File: src/logic/rhg_pkg.sv
// Behaviour
// - Dead-source check runs from generator start
// - No word delivered after dead source
// - Suppress words using bits after failure
// - Online statistical test at start and running
// - Output held until power-up test passes
// - Online test runs continuously on raw bits
// - Words delivered as 8 or 16 bits
// - Internal bits carry entropy above 0.97; the window bound admits 416 to 608 ones in 1024 bits
// - Successive words compared, repeats rejected
`default_nettype none

package rhg_pkg;

   // ****************************************
   // Sizes and test limits
   // ****************************************
   localparam int RHG_WORD_W = 16;
   localparam int RHG_BYTE_W = 8;
   localparam int RHG_FIFO_DEPTH = 32;
   localparam int RHG_REP_LIMIT = 32;
   localparam int RHG_WIN_BITS = 1024;
   localparam int RHG_WIN_TOL = 96;

   // ****************************************
   // Types
   // ****************************************
   typedef enum logic [1:0] {
      RHG_ST_IDLE = 2'b00,
      RHG_ST_POWERUP = 2'b01,
      RHG_ST_RUN = 2'b10,
      RHG_ST_FAIL = 2'b11
   } rhg_state_t;

   typedef enum logic [1:0] {
      RHG_CAUSE_NONE = 2'b00,
      RHG_CAUSE_DEAD = 2'b01,
      RHG_CAUSE_STAT = 2'b10,
      RHG_CAUSE_REPEAT = 2'b11
   } rhg_cause_t;

   typedef struct packed {
      logic valid;
      logic value;
   } rhg_raw_t;

   typedef struct packed {
      logic [RHG_WORD_W-1:0] data;
      logic wide;
   } rhg_word_t;

endpackage

`default_nettype wire

File: src/logic/rhg_fifo.sv
`default_nettype none

module rhg_fifo
   import rhg_pkg::*;
#(
   parameter int WIDTH = 17,
   parameter int DEPTH = 32
)
(
   // Clock and reset
   input wire logic clock,
   input wire logic reset_n,
   input wire logic flush,
   // Fill side
   input wire logic in_valid,
   input wire logic [WIDTH-1:0] in_data,
   output logic in_ready,
   // Drain side
   output logic out_valid,
   output logic [WIDTH-1:0] out_data,
   input wire logic out_ready
);

   localparam int AW = $clog2(DEPTH);

   typedef struct packed {
      logic [AW:0] wptr;
      logic [AW:0] rptr;
   } rhg_fifo_st_t;

   rhg_fifo_st_t s_r;
   rhg_fifo_st_t s_nxt;
   logic [WIDTH-1:0] mem [DEPTH];
   logic do_push;
   logic do_pop;

   // ****************************************
   // Flags
   // ****************************************
   // Extra pointer bit tells full from empty without a counter
   assign in_ready = (s_r.wptr[AW] == s_r.rptr[AW]) || (s_r.wptr[AW-1:0] != s_r.rptr[AW-1:0]);
   assign out_valid = (s_r.wptr != s_r.rptr);
   assign out_data = mem[s_r.rptr[AW-1:0]];
   assign do_push = in_valid && in_ready && !flush;
   assign do_pop = out_valid && out_ready && !flush;

   always_comb
   begin
      s_nxt = s_r;
      if (flush)
      begin
         s_nxt = '0;
      end
      else
      begin
         if (do_push)
         begin
            s_nxt.wptr = s_r.wptr + 1'b1;
         end
         if (do_pop)
         begin
            s_nxt.rptr = s_r.rptr + 1'b1;
         end
      end
   end

   always_ff @(posedge clock or negedge reset_n)
   begin
      if (!reset_n)
      begin
         s_r <= '0;
      end
      else
      begin
         s_r <= s_nxt;
      end
   end

   // Storage has no reset: contents are only read behind a valid pointer
   always_ff @(posedge clock)
   begin
      if (do_push)
      begin
         mem[s_r.wptr[AW-1:0]] <= in_data;
      end
   end

endmodule

`default_nettype wire

File: src/logic/rhg_gate.sv
`default_nettype none

module rhg_gate
   import rhg_pkg::*;
#(
   parameter int REP_LIMIT = RHG_REP_LIMIT,
   parameter int WIN_BITS = RHG_WIN_BITS,
   parameter int WIN_TOL = RHG_WIN_TOL,
   parameter int FIFO_DEPTH = RHG_FIFO_DEPTH
)
(
   // Clock and reset
   input wire logic clock,
   input wire logic reset_n,
   // Control
   input wire logic start,
   input wire logic word16,
   // Entropy source
   input wire rhg_raw_t raw,
   // Consumer
   output rhg_word_t out_word,
   output logic out_valid,
   input wire logic out_ready,
   // Status
   output logic fail_flag,
   output rhg_cause_t fail_cause,
   output logic running
);

   localparam int RW = $clog2(REP_LIMIT + 1);
   localparam int WW = $clog2(WIN_BITS);
   localparam int OW = $clog2(WIN_BITS + 1);
   localparam logic [RW-1:0] REP_LAST = RW'(REP_LIMIT - 1);
   localparam logic [RW-1:0] REP_FULL = RW'(REP_LIMIT);
   localparam logic [WW-1:0] WIN_LAST = WW'(WIN_BITS - 1);
   localparam logic [OW-1:0] ONES_LO = OW'(WIN_BITS / 2 - WIN_TOL);
   localparam logic [OW-1:0] ONES_HI = OW'(WIN_BITS / 2 + WIN_TOL);

   typedef struct packed {
      rhg_state_t state;
      logic mode16;
      logic fail;
      rhg_cause_t cause;
      logic run_bit;
      logic [RW-1:0] run_len;
      logic [WW-1:0] win_cnt;
      logic [OW-1:0] ones;
      logic [REP_LIMIT-1:0] dly;
      logic [RW-1:0] dly_cnt;
      logic [RHG_WORD_W-1:0] asm_bits;
      logic [4:0] asm_cnt;
      logic [RHG_WORD_W-1:0] prev;
      logic prev_ok;
      rhg_word_t pend;
      logic pend_valid;
      rhg_word_t out_word;
      logic out_valid;
      logic live;
   } rhg_gate_st_t;

   rhg_gate_st_t s_r;
   rhg_gate_st_t s_nxt;
   logic [OW-1:0] ones_sum;
   logic [RHG_WORD_W-1:0] word;
   logic [4:0] word_last;
   logic dead;
   logic stat;
   logic rep;
   logic push;
   logic pop;
   logic flush;
   logic fifo_in_ready;
   logic fifo_out_valid;
   rhg_word_t fifo_out;

   // ****************************************
   // Word buffer
   // ****************************************
   rhg_fifo #(
      .WIDTH($bits(rhg_word_t)),
      .DEPTH(FIFO_DEPTH)
   ) u_fifo (
      .clock(clock),
      .reset_n(reset_n),
      .flush(flush),
      .in_valid(push),
      .in_data(s_r.pend),
      .in_ready(fifo_in_ready),
      .out_valid(fifo_out_valid),
      .out_data(fifo_out),
      .out_ready(pop)
   );

   // ****************************************
   // Health tests, assembly and gating
   // ****************************************
   always_comb
   begin
      s_nxt = s_r;
      dead = 1'b0;
      stat = 1'b0;
      rep = 1'b0;
      push = 1'b0;
      pop = 1'b0;
      flush = 1'b0;
      ones_sum = s_r.ones + OW'(raw.value);
      word_last = s_r.mode16 ? 5'h0f : 5'h07;
      if (s_r.mode16)
      begin
         word = {s_r.asm_bits[RHG_WORD_W-2:0], s_r.dly[REP_LIMIT-1]};
      end
      else
      begin
         word = {8'h00, s_r.asm_bits[RHG_BYTE_W-2:0], s_r.dly[REP_LIMIT-1]};
      end
      if (start)
      begin
         // Restart or reset is the only way out of a failure
         s_nxt = '0;
         s_nxt.state = RHG_ST_POWERUP;
         s_nxt.mode16 = word16;
         flush = 1'b1;
      end
      else if (s_r.state == RHG_ST_POWERUP || s_r.state == RHG_ST_RUN)
      begin
         if (s_r.pend_valid && fifo_in_ready)
         begin
            // A full buffer stalls assembly, never the health tests
            push = 1'b1;
            s_nxt.pend_valid = 1'b0;
         end
         if (raw.valid)
         begin
            if (s_r.run_len != '0 && raw.value == s_r.run_bit)
            begin
               s_nxt.run_len = s_r.run_len + 1'b1;
               if (s_r.run_len == REP_LAST)
               begin
                  dead = 1'b1;
               end
            end
            else
            begin
               s_nxt.run_bit = raw.value;
               s_nxt.run_len = RW'(1);
            end
            // Every raw bit counts; no on-demand trigger
            if (s_r.win_cnt == WIN_LAST)
            begin
               // Bias bound keeps per-bit entropy high
               if (ones_sum < ONES_LO || ones_sum > ONES_HI)
               begin
                  stat = 1'b1;
               end
               else if (s_r.state == RHG_ST_POWERUP)
               begin
                  s_nxt.state = RHG_ST_RUN;
               end
               s_nxt.win_cnt = '0;
               s_nxt.ones = '0;
            end
            else
            begin
               s_nxt.win_cnt = s_r.win_cnt + 1'b1;
               s_nxt.ones = ones_sum;
            end
            // A bit is used only after the dead-source check has seen
            // as many newer bits as it needs to fire
            s_nxt.dly = {s_r.dly[REP_LIMIT-2:0], raw.value};
            if (s_r.dly_cnt != REP_FULL)
            begin
               s_nxt.dly_cnt = s_r.dly_cnt + 1'b1;
            end
            // A word leaving for the buffer this cycle frees the holding slot
            else if (!s_r.pend_valid || fifo_in_ready)
            begin
               s_nxt.asm_bits = word;
               if (s_r.asm_cnt == word_last)
               begin
                  s_nxt.asm_cnt = '0;
                  if (s_r.prev_ok && word == s_r.prev)
                  begin
                     rep = 1'b1;
                  end
                  s_nxt.prev = word;
                  s_nxt.prev_ok = 1'b1;
                  s_nxt.pend.data = word;
                  s_nxt.pend.wide = s_r.mode16;
                  s_nxt.pend_valid = 1'b1;
               end
               else
               begin
                  s_nxt.asm_cnt = s_r.asm_cnt + 1'b1;
               end
            end
         end
         // Consumer takes a word only while valid is shown
         if (s_r.out_valid && out_ready)
         begin
            s_nxt.out_valid = 1'b0;
         end
         if (s_r.state == RHG_ST_RUN && fifo_out_valid && (!s_r.out_valid || out_ready))
         begin
            pop = 1'b1;
            s_nxt.out_word = fifo_out;
            s_nxt.out_valid = 1'b1;
         end
         if (dead || stat || rep)
         begin
            // Drop everything in flight, including the word on the port
            s_nxt.state = RHG_ST_FAIL;
            s_nxt.fail = 1'b1;
            s_nxt.out_valid = 1'b0;
            s_nxt.pend_valid = 1'b0;
            s_nxt.asm_cnt = '0;
            push = 1'b0;
            pop = 1'b0;
            flush = 1'b1;
            if (dead)
            begin
               s_nxt.cause = RHG_CAUSE_DEAD;
            end
            else if (stat)
            begin
               s_nxt.cause = RHG_CAUSE_STAT;
            end
            else
            begin
               s_nxt.cause = RHG_CAUSE_REPEAT;
            end
         end
      end
      // Registered decode keeps the status pin free of glitches
      s_nxt.live = (s_nxt.state == RHG_ST_RUN);
   end

   always_ff @(posedge clock or negedge reset_n)
   begin
      if (!reset_n)
      begin
         s_r <= '0;
      end
      else
      begin
         s_r <= s_nxt;
      end
   end

   // ****************************************
   // Outputs
   // ****************************************
   assign out_word = s_r.out_word;
   assign out_valid = s_r.out_valid;
   assign fail_flag = s_r.fail;
   assign fail_cause = s_r.cause;
   assign running = s_r.live;

endmodule

`default_nettype wire

File: config.mk
export PLATFORM = sky130hd
export DESIGN_NAME = rhg_gate
export DESIGN_NICKNAME = d
export VERILOG_FILES = /design/src/logic/rhg_pkg.sv /design/src/logic/rhg_fifo.sv /design/src/logic/rhg_gate.sv
export SDC_FILE = /design/constraint.sdc
export NUM_CORES = 1
export LEC_CHECK = 0
export BUFFER_PORTS_ARGS = -buffer_cell sky130_fd_sc_hd__buf_2
export CAP_MARGIN = 20
export CORE_MARGIN = 4
export CORE_UTILIZATION = 27
export DETAILED_ROUTE_END_ITERATION = 8
export GPL_TIMING_DRIVEN = 0
export PLACE_DENSITY = 0.4
export SETUP_SLACK_MARGIN = 0.2
export SLEW_MARGIN = 20
export SYNTH_ARGS = -nofsm -noshare
export SYNTH_HDL_FRONTEND = slang
export SYNTH_HIERARCHICAL = 1
export SYNTH_SLANG_ARGS = --single-unit
export TNS_END_PERCENT = 20
File: constraint.sdc
create_clock -name clock -period 5.8 [get_ports clock]
set_clock_uncertainty 0.05 [all_clocks]
set_input_delay 1.16 -clock clock [delete_from_list [all_inputs] [get_ports clock]]
set_output_delay 1.16 -clock clock [all_outputs]
set_load 0.05 [all_outputs]
==> impl_metrics.csv, run 1 <==
group,metric,value,unit
route,route.detailed.drc,0,
yosys,synthSimpleGateAreaFrac,8.28,%
floorplan,chipHeight,333,um
yosys,yosysTopAreaCell,"edfxtp_1",
power_and_ir_drop,p_comb_share,1.0,%
clock_network,ctsHoldBuffers,0,
global_route,grt_antenna_before_repair,2,
yosys,synth-compound-area-share,7.23,%
clock_network,cts_tree,"yes",
critical_path,crit_family,"simple AND/OR/NAND/NOR gates",
route,wire_per_inst,22.5,um
clock_network,ctsLongestPathBuffers,3,
placed_design,portBuffers,27,
sta,final_hold_viol_count,0,
sta,rsz0062_at_grt,"true",
sta,fmax,184,MHz
sta,drv_slew,0,
critical_path,slowest_stage,"nor2_2",
global_route,grt_start_max_net_pins,91,
power_and_ir_drop,p_sw_share,20.3,%
floorplan,rows,118,
clock_network,cts_buffers,80,
critical_path,worstPathMaxFanout,10,
route,drt-met1-wl,37700,um
global_route,grt_pass1_vias,17200,
floorplan,pin_count,29,
yosys,synthCells,2028,
placed_design,pre_cts_ws,-0.328,ns
route,wl,81500,um
clock_network,clk_pin_slew,0.05,ns
floorplan,fp.coreArea,0.104,mm^2
yosys,syn_area_per_cell,14.0,um^2
yosys,synth_top_family_by_area,"multiplexers",
yosys,synth_fa_ha_area_share,0.747,%
power_and_ir_drop,internal_power,0.00824,W
sta,slew_headroom,26.3,%
yosys,ys.flop_type,"edfxtp_1",
clock_network,ctsHtreeMaxLevel,3,
outcome,status,"completed",
placed_design,placement.cell_area,0.0312,mm^2
route,via_per_inst,4.70,
sta,tightest_slew,1.10,ns
route,antenna_left,0,
sta,fin_crit_sh,93.9,%
route,first_pass_iters,5,
clock_network,cts_setup_buffers,0,
yosys,synth_area_leaders,"edfxtp_1, dfrtp_1, mux2i_1",
power_and_ir_drop,switching_power,0.00210,W
yosys,async_flop_share,20.7,%
clock_network,ctsResizeCount,0,
sta,fin_crit,5.45,ns
route,dr.first_iter.drc_count,1204,
finish,syn_to_final_growth,18.7,%
job,maxCapViolations,0,
global_route,grtUsageTotal,14.5,%
critical_path,crit_path_end_kind,"flop",
placed_design,hpwl,55800,um
yosys,ys_ff_latch,686,
global_route,grt_pass1_wl,119000,um
floorplan,die_w,333,um
clock_network,cts_sinks,686,
yosys,netlist.area_leader.share,57.4,%
critical_path,critPathRequiredTime,6.07,ns
power_and_ir_drop,clkPwrFrac,48.1,%
route,met3_length,3160,um
power_and_ir_drop,seqPwrFrac,50.9,%
finish,final_core_util,32.5,%
critical_path,cpPeakStageDelay,0.79,ns
finish,final_cell_area,0.0338,mm^2
finish,nNetsFinal,2205,
power_and_ir_drop,peakVddDrop,0.000201,V
sta,final_critical_path_setup_slack,0.353,ns
global_route,grt_overflow_total,0,
route,vias,17100,
critical_path,path_cells,"buf_2, ha_1, ha_1, nand2_1, o31a_1, o22a_1, a2111o_1, nand3_2, nand2_1, nor3_1, a21boi_2, nand3_1, nor2_2, buf_6",
yosys,synth_nets,2052,
power_and_ir_drop,power.leakage,11.4,nW
yosys,synth_mux_area_share,9.78,%
floorplan,dieArea,0.111,mm^2
critical_path,path_buf_inv,2,
critical_path,worstSetupPathType,"in2reg",
yosys,synth_enable_flop_cells,544,
yosys,ys_seq_area_share,69.9,%
finish,drive_above_1_share,14.3,%
yosys,ys_top_cells_by_count,"edfxtp_1, mux2i_1, nand2_1",
yosys,synth.distinct_cells,72,
yosys,post-synth-top-count-cell,"edfxtp_1",
min_path,hold_class,"in2async",
placed_design,gp_congestion,0.775,
route,route.met2.wl,37700,um
yosys,syn_area,0.0285,mm^2
clock_network,clock-root-buffer,"clkbuf_16",
critical_path,critical_path_arrival,5.71,ns
critical_path,startpoint_type,"input pin",
floorplan,start_util,27.4,%
sta,finalSetupViolCount,0,
yosys,yosysWarningCount,6,
route,top_layer,"met4",
critical_path,ff2ff_setup_slack,0.46,ns
clock_network,worstSkewPairLatency,0.63,ns
yosys,synthXorXnorAreaFrac,1.32,%
power_and_ir_drop,power_density,306,mW/mm^2
==> layout make-up <==
cell class	count	area (um^2)
Antenna cell	2	5.00
Buffer	138	708
Clock buffer	112	2220
Clock inverter	37	385
Fill cell	10200	70300
Inverter	22	82.6
Multi-Input combinational cell	1182	7940
Sequential cell	686	19900
Tap cell	1380	1730
Timing Repair Buffer	71	807
==> worst register-to-register path: stages, from the launching register on <==
cell and delay, ns:
dfrtp_1 0.36, buf_4 0.17, xor2_1 0.17, nor3_2 0.46, nand2_1 0.18, nand2b_1 0.21
and3_1 0.27, nor4b_1 0.21, a21oi_1 0.22, buf_2 0.27, nand2_1 0.11, nor3_1 0.23
a21boi_2 0.39, nand3_1 0.67, nor2_2 0.79, buf_6 0.25
==> power by group through the flow <==
stage,Sequential (W),Combinational (W),Clock [W]
6_report,0.00526,0.000104,0.00498
3_5_place_dp,0.00536,0.000109,0
3_3_place_gp,0.00536,0.000104,0
2_1_floorplan,0.00536,0.0000527,0
5_1_grt,0.00526,0.000120,0.00536
4_1_cts,0.00526,0.000109,0.00516
==> path summary, 6_finish.rpt <==
| kind | start | endpoint | cells past startpoint |
|---|---|---|---|
| worst max-delay path | raw[0] | u_fifo/mem[14][3]$_DFFE_PP_ | 14 |
| worst min-delay path | reset_n | s_r[75]$_DFFE_PN0P_ | 1 |
| worst max register to register | u_fifo/s_r[8]$_DFFE_PN0P_ | u_fifo/mem[14][3]$_DFFE_PP_ | 15 |
| worst min register to register | s_r[37]$_DFFE_PN0P_ | s_r[37]$_DFFE_PN0P_ | 2 |
| max in group asynchronous | reset_n | s_r[52]$_DFFE_PN0P_ | 2 |
| min in group clock | s_r[37]$_DFFE_PN0P_ | s_r[37]$_DFFE_PN0P_ | 2 |
==> logic make-up after synthesis <==
group,Yosys count
compound gates,321
xor+xnor,43
fa+ha+maj,17
buf+inv,160
flops,686
mux,278
simple gates,523
==> per-layer routing <==
| metal | vias up | GRT usage [%] |
|---|---|---|
| met5 | - | 0 |
| met4 | 0 | 5.02 |
| met3 | 114 | 2.22 |
| met2 | 355 | 23.2 |
| met1 | 8693 | 20.1 |
| li1 | 7891 | - |
==> placed cells by master, fill, tap and decap left out, types with 31 or more instances in the layout <==
cell       Yosys  layout
a21oi_1      153     153
nand2_1      253     253
dfrtp_1      142     125
buf_2         32      58
nor2_1        70      46
nand3_1       92      92
a22oi_1       53      53
clkbuf_16      0      81
mux2i_1      276     276
edfxtp_1     544     544
clkbuf_1      61      84
a22o_1        31      31
buf_4         32      46
==> registers in the layout, indices dropped and copies added (netlist names) <==
signal	count
u_fifo/mem	544
s_r	108
fail_flag	1
out_word	17
u_fifo/s_r	12
out_valid	1
running	1
fail_cause	2
==> through the flow <==
stage / total power, W / TNS, ns / instances / hold WS [ns]
after floorplan: 0.00541 / 0 / 2028 / 0.415
after global placement: 0.00547 / -502.33 / 3435 / 0.437
after detailed placement: 0.00547 / -56.59 / 3479 / 0.436
after CTS: 0.0105 / 0 / 3628 / 0.392
after global routing: 0.0107 / 0 / 3628 / 0.410
final: 0.0103 / 0 / 3630 / 0.401
(Power assumes the default switching activity.)
==> run 2: changes to the inputs <==
--- a/config.mk
+++ b/config.mk
@@ -7,7 +7,7 @@
 export LEC_CHECK = 0
 export BUFFER_PORTS_ARGS = -buffer_cell sky130_fd_sc_hd__buf_2
 export CAP_MARGIN = 20
-export CORE_MARGIN = 4
+export CORE_MARGIN = 5
 export CORE_UTILIZATION = 27
 export DETAILED_ROUTE_END_ITERATION = 8
 export GPL_TIMING_DRIVEN = 0
==> run 2 against run 1 <==
Net effect:
- sequential cell count is the same
- maximum frequency shrank 1.8%
- worst setup slack lost 0.10 ns
- die area grew 1.2%
- sequential power is essentially flat
- global-route usage shrank 0.12 points
- non-clock buffer count shrank 2
- worst hold slack gained 0.055 ns
- wire length grew 0.63%
- utilization shrank 0.35 points
- register-to-register slack lost 0.09 ns
- largest cell class unchanged
==> impl_metrics.csv, run 2 (same netlist as run 1, synthesis figures left out) <==
group,metric,value,unit
outcome,status,"completed",
floorplan,start_util,27.1,%
finish,final_core_util,32.1,%
finish,instances_no_fill,3634,
route,wire_per_inst,22.6,um
placed_design,hpwl,56600,um
sta,fin_crit_sh,95.7,%
placed_design,portBuffers,27,
power_and_ir_drop,peakVddDrop,0.000194,V
sta,fin_crit,5.55,ns
finish,drive_above_1_share,14.0,%
route,via_per_inst,4.66,
clock_network,clk_pin_slew,0.05,ns
global_route,grt_overflow_total,0,
finish,syn_to_final_growth,18.4,%
sta,final_hold_viol_count,0,
floorplan,fp.coreArea,0.105,mm^2
clock_network,ctsLongestPathBuffers,3,
route,route.detailed.drc,0,
clock_network,cts_buffers,80,
sta,fmax,180,MHz
route,vias,16900,
clock_network,ctsHtreeMaxLevel,3,
sta,tightest_slew,1.02,ns
floorplan,rows,119,
finish,mostFrequentLayoutCell,"edfxtp_1",
floorplan,dieArea,0.112,mm^2
critical_path,cp-startpoint,"raw[0]",
sta,rsz0062_at_grt,"true",
finish,nNetsFinal,2203,
clock_network,clock-root-buffer,"clkbuf_16",
clock_network,ctsHoldBuffers,0,
critical_path,critPathRequiredTime,6.08,ns
route,dr.first_iter.drc_count,1247,
critical_path,crit_path_end_kind,"flop",
placed_design,place_inst,3488,
min_path,holdCritStartpoint,"s_r[37]$_DFFE_PN0P_",
power_and_ir_drop,power.leakage,11.3,nW
clock_network,worstSkewPairLatency,0.62,ns
floorplan,die_w,335,um
critical_path,worstPathMaxFanout,9,
critical_path,r2r_start,"u_fifo/s_r[2]$_DFFE_PN0P_",
critical_path,startpoint_type,"input pin",
sta,finalSetupViolCount,0,
clock_network,cts_tree,"yes",
global_route,grt_antenna_before_repair,2,
clock_network,cts_sinks,686,
job,maxCapViolations,0,
global_route,grt_pass1_wl,119000,um
sta,tns,0,ns
global_route,met1_usage,19.5,%
placed_design,gp_congestion,0.780,
floorplan,chipHeight,335,um
global_route,grt_util_met3,2.69,%
global_route,met2_usage,23.5,%
sta,drv_slew,0,
floorplan,pin_count,29,
global_route,grt.busiest_layer,"met2",
global_route,grt_start_max_net_pins,87,
route,antenna_left,0,
route,wl,82000,um
critical_path,critical_path_arrival,5.83,ns
global_route,grt_pass1_vias,17200,
critical_path,worstSetupPathType,"in2reg",
global_route,grtUsageTotal,14.4,%
min_path,hold_class,"reg2reg",
finish,largest_register_ffs,544,
power_and_ir_drop,power_density,305,mW/mm^2
sta,slew_headroom,32.1,%
finish,final_cell_mix,"edfxtp_1, mux2i_1, nand2_1, a21oi_1, dfrtp_1",
route,first_pass_iters,5,
-- run 2: worst paths after layout --
kind	to	slack, ns	depth (start not counted)
max in group asynchronous	out_word[10]$_DFFE_PN0P_	4.43	2
worst min-delay path	s_r[37]$_DFFE_PN0P_	0.46	2
min in group asynchronous	s_r[84]$_DFFE_PN0P_	0.48	1
worst max register to register	u_fifo/mem[25][6]$_DFFE_PP_	0.37	15
worst min register to register	s_r[37]$_DFFE_PN0P_	0.46	2
worst max-delay path	u_fifo/mem[25][6]$_DFFE_PP_	0.25	14
-- run 2: power by group --
| group | switching, W | leakage, nW | internal, W |
|---|---|---|---|
| logic | 0.0000806 | 3.01 | 0.0000238 |
| clock network | 0.00198 | 1.24 | 0.00293 |
| registers | 0.00000567 | 7.06 | 0.00526 |
-- run 2: layout make-up --
class                   count  area (um^2)
repair buffers             69          754
multi-input cells        1182         7960
inverters                  22         82.6
flip-flops and latches    686        19900
diodes                      2         5.00
clock inverters            30          283
well taps                1391         1740
plain buffers             138          708
clock buffers             114         2260
fillers                 10300        71300
-- run 2: timing repair --
| item | 4_1_cts | 5_1_grt |
|---|---|---|
| setup buffers | 0 | 0 |
| gates resized for setup | 0 | 5 |
| endpoints found under the setup margin | 0 | 211 |
-- run 2: metal layers --
metal	wire [um]	vias up
li1	-	7878
met1	37300	8644
met2	38700	305
met3	3430	108
met4	2630	0
met5	0	-
-- run 2: metrics by stage --
step / hold WS, ns / power (W) / area (um^2) / worst slack [ns]
2_1_floorplan: 0.415 / 0.00541 / 28500 / 0.643
3_3_place_gp: 0.437 / 0.00547 / 30300 / -1.45
3_5_place_dp: 0.452 / 0.00547 / 31100 / -0.410
4_1_cts: 0.460 / 0.0104 / 33700 / 0.233
5_1_grt: 0.485 / 0.0107 / 33700 / -0.00316
6_report: 0.455 / 0.0103 / 33700 / 0.252
-- run 2: worst max-delay path, cell delays in order --
cell and delay (ns):
buf_2 0.17, ha_1 0.29, ha_1 0.38, nand2_1 0.14, o31a_1 0.26, o22a_1 0.20
a2111o_1 0.47, nand3_2 0.24, nand2_1 0.12, nor3_1 0.26, a21boi_2 0.39, nand3_1 0.72
nor2_2 0.79, buf_8 0.23
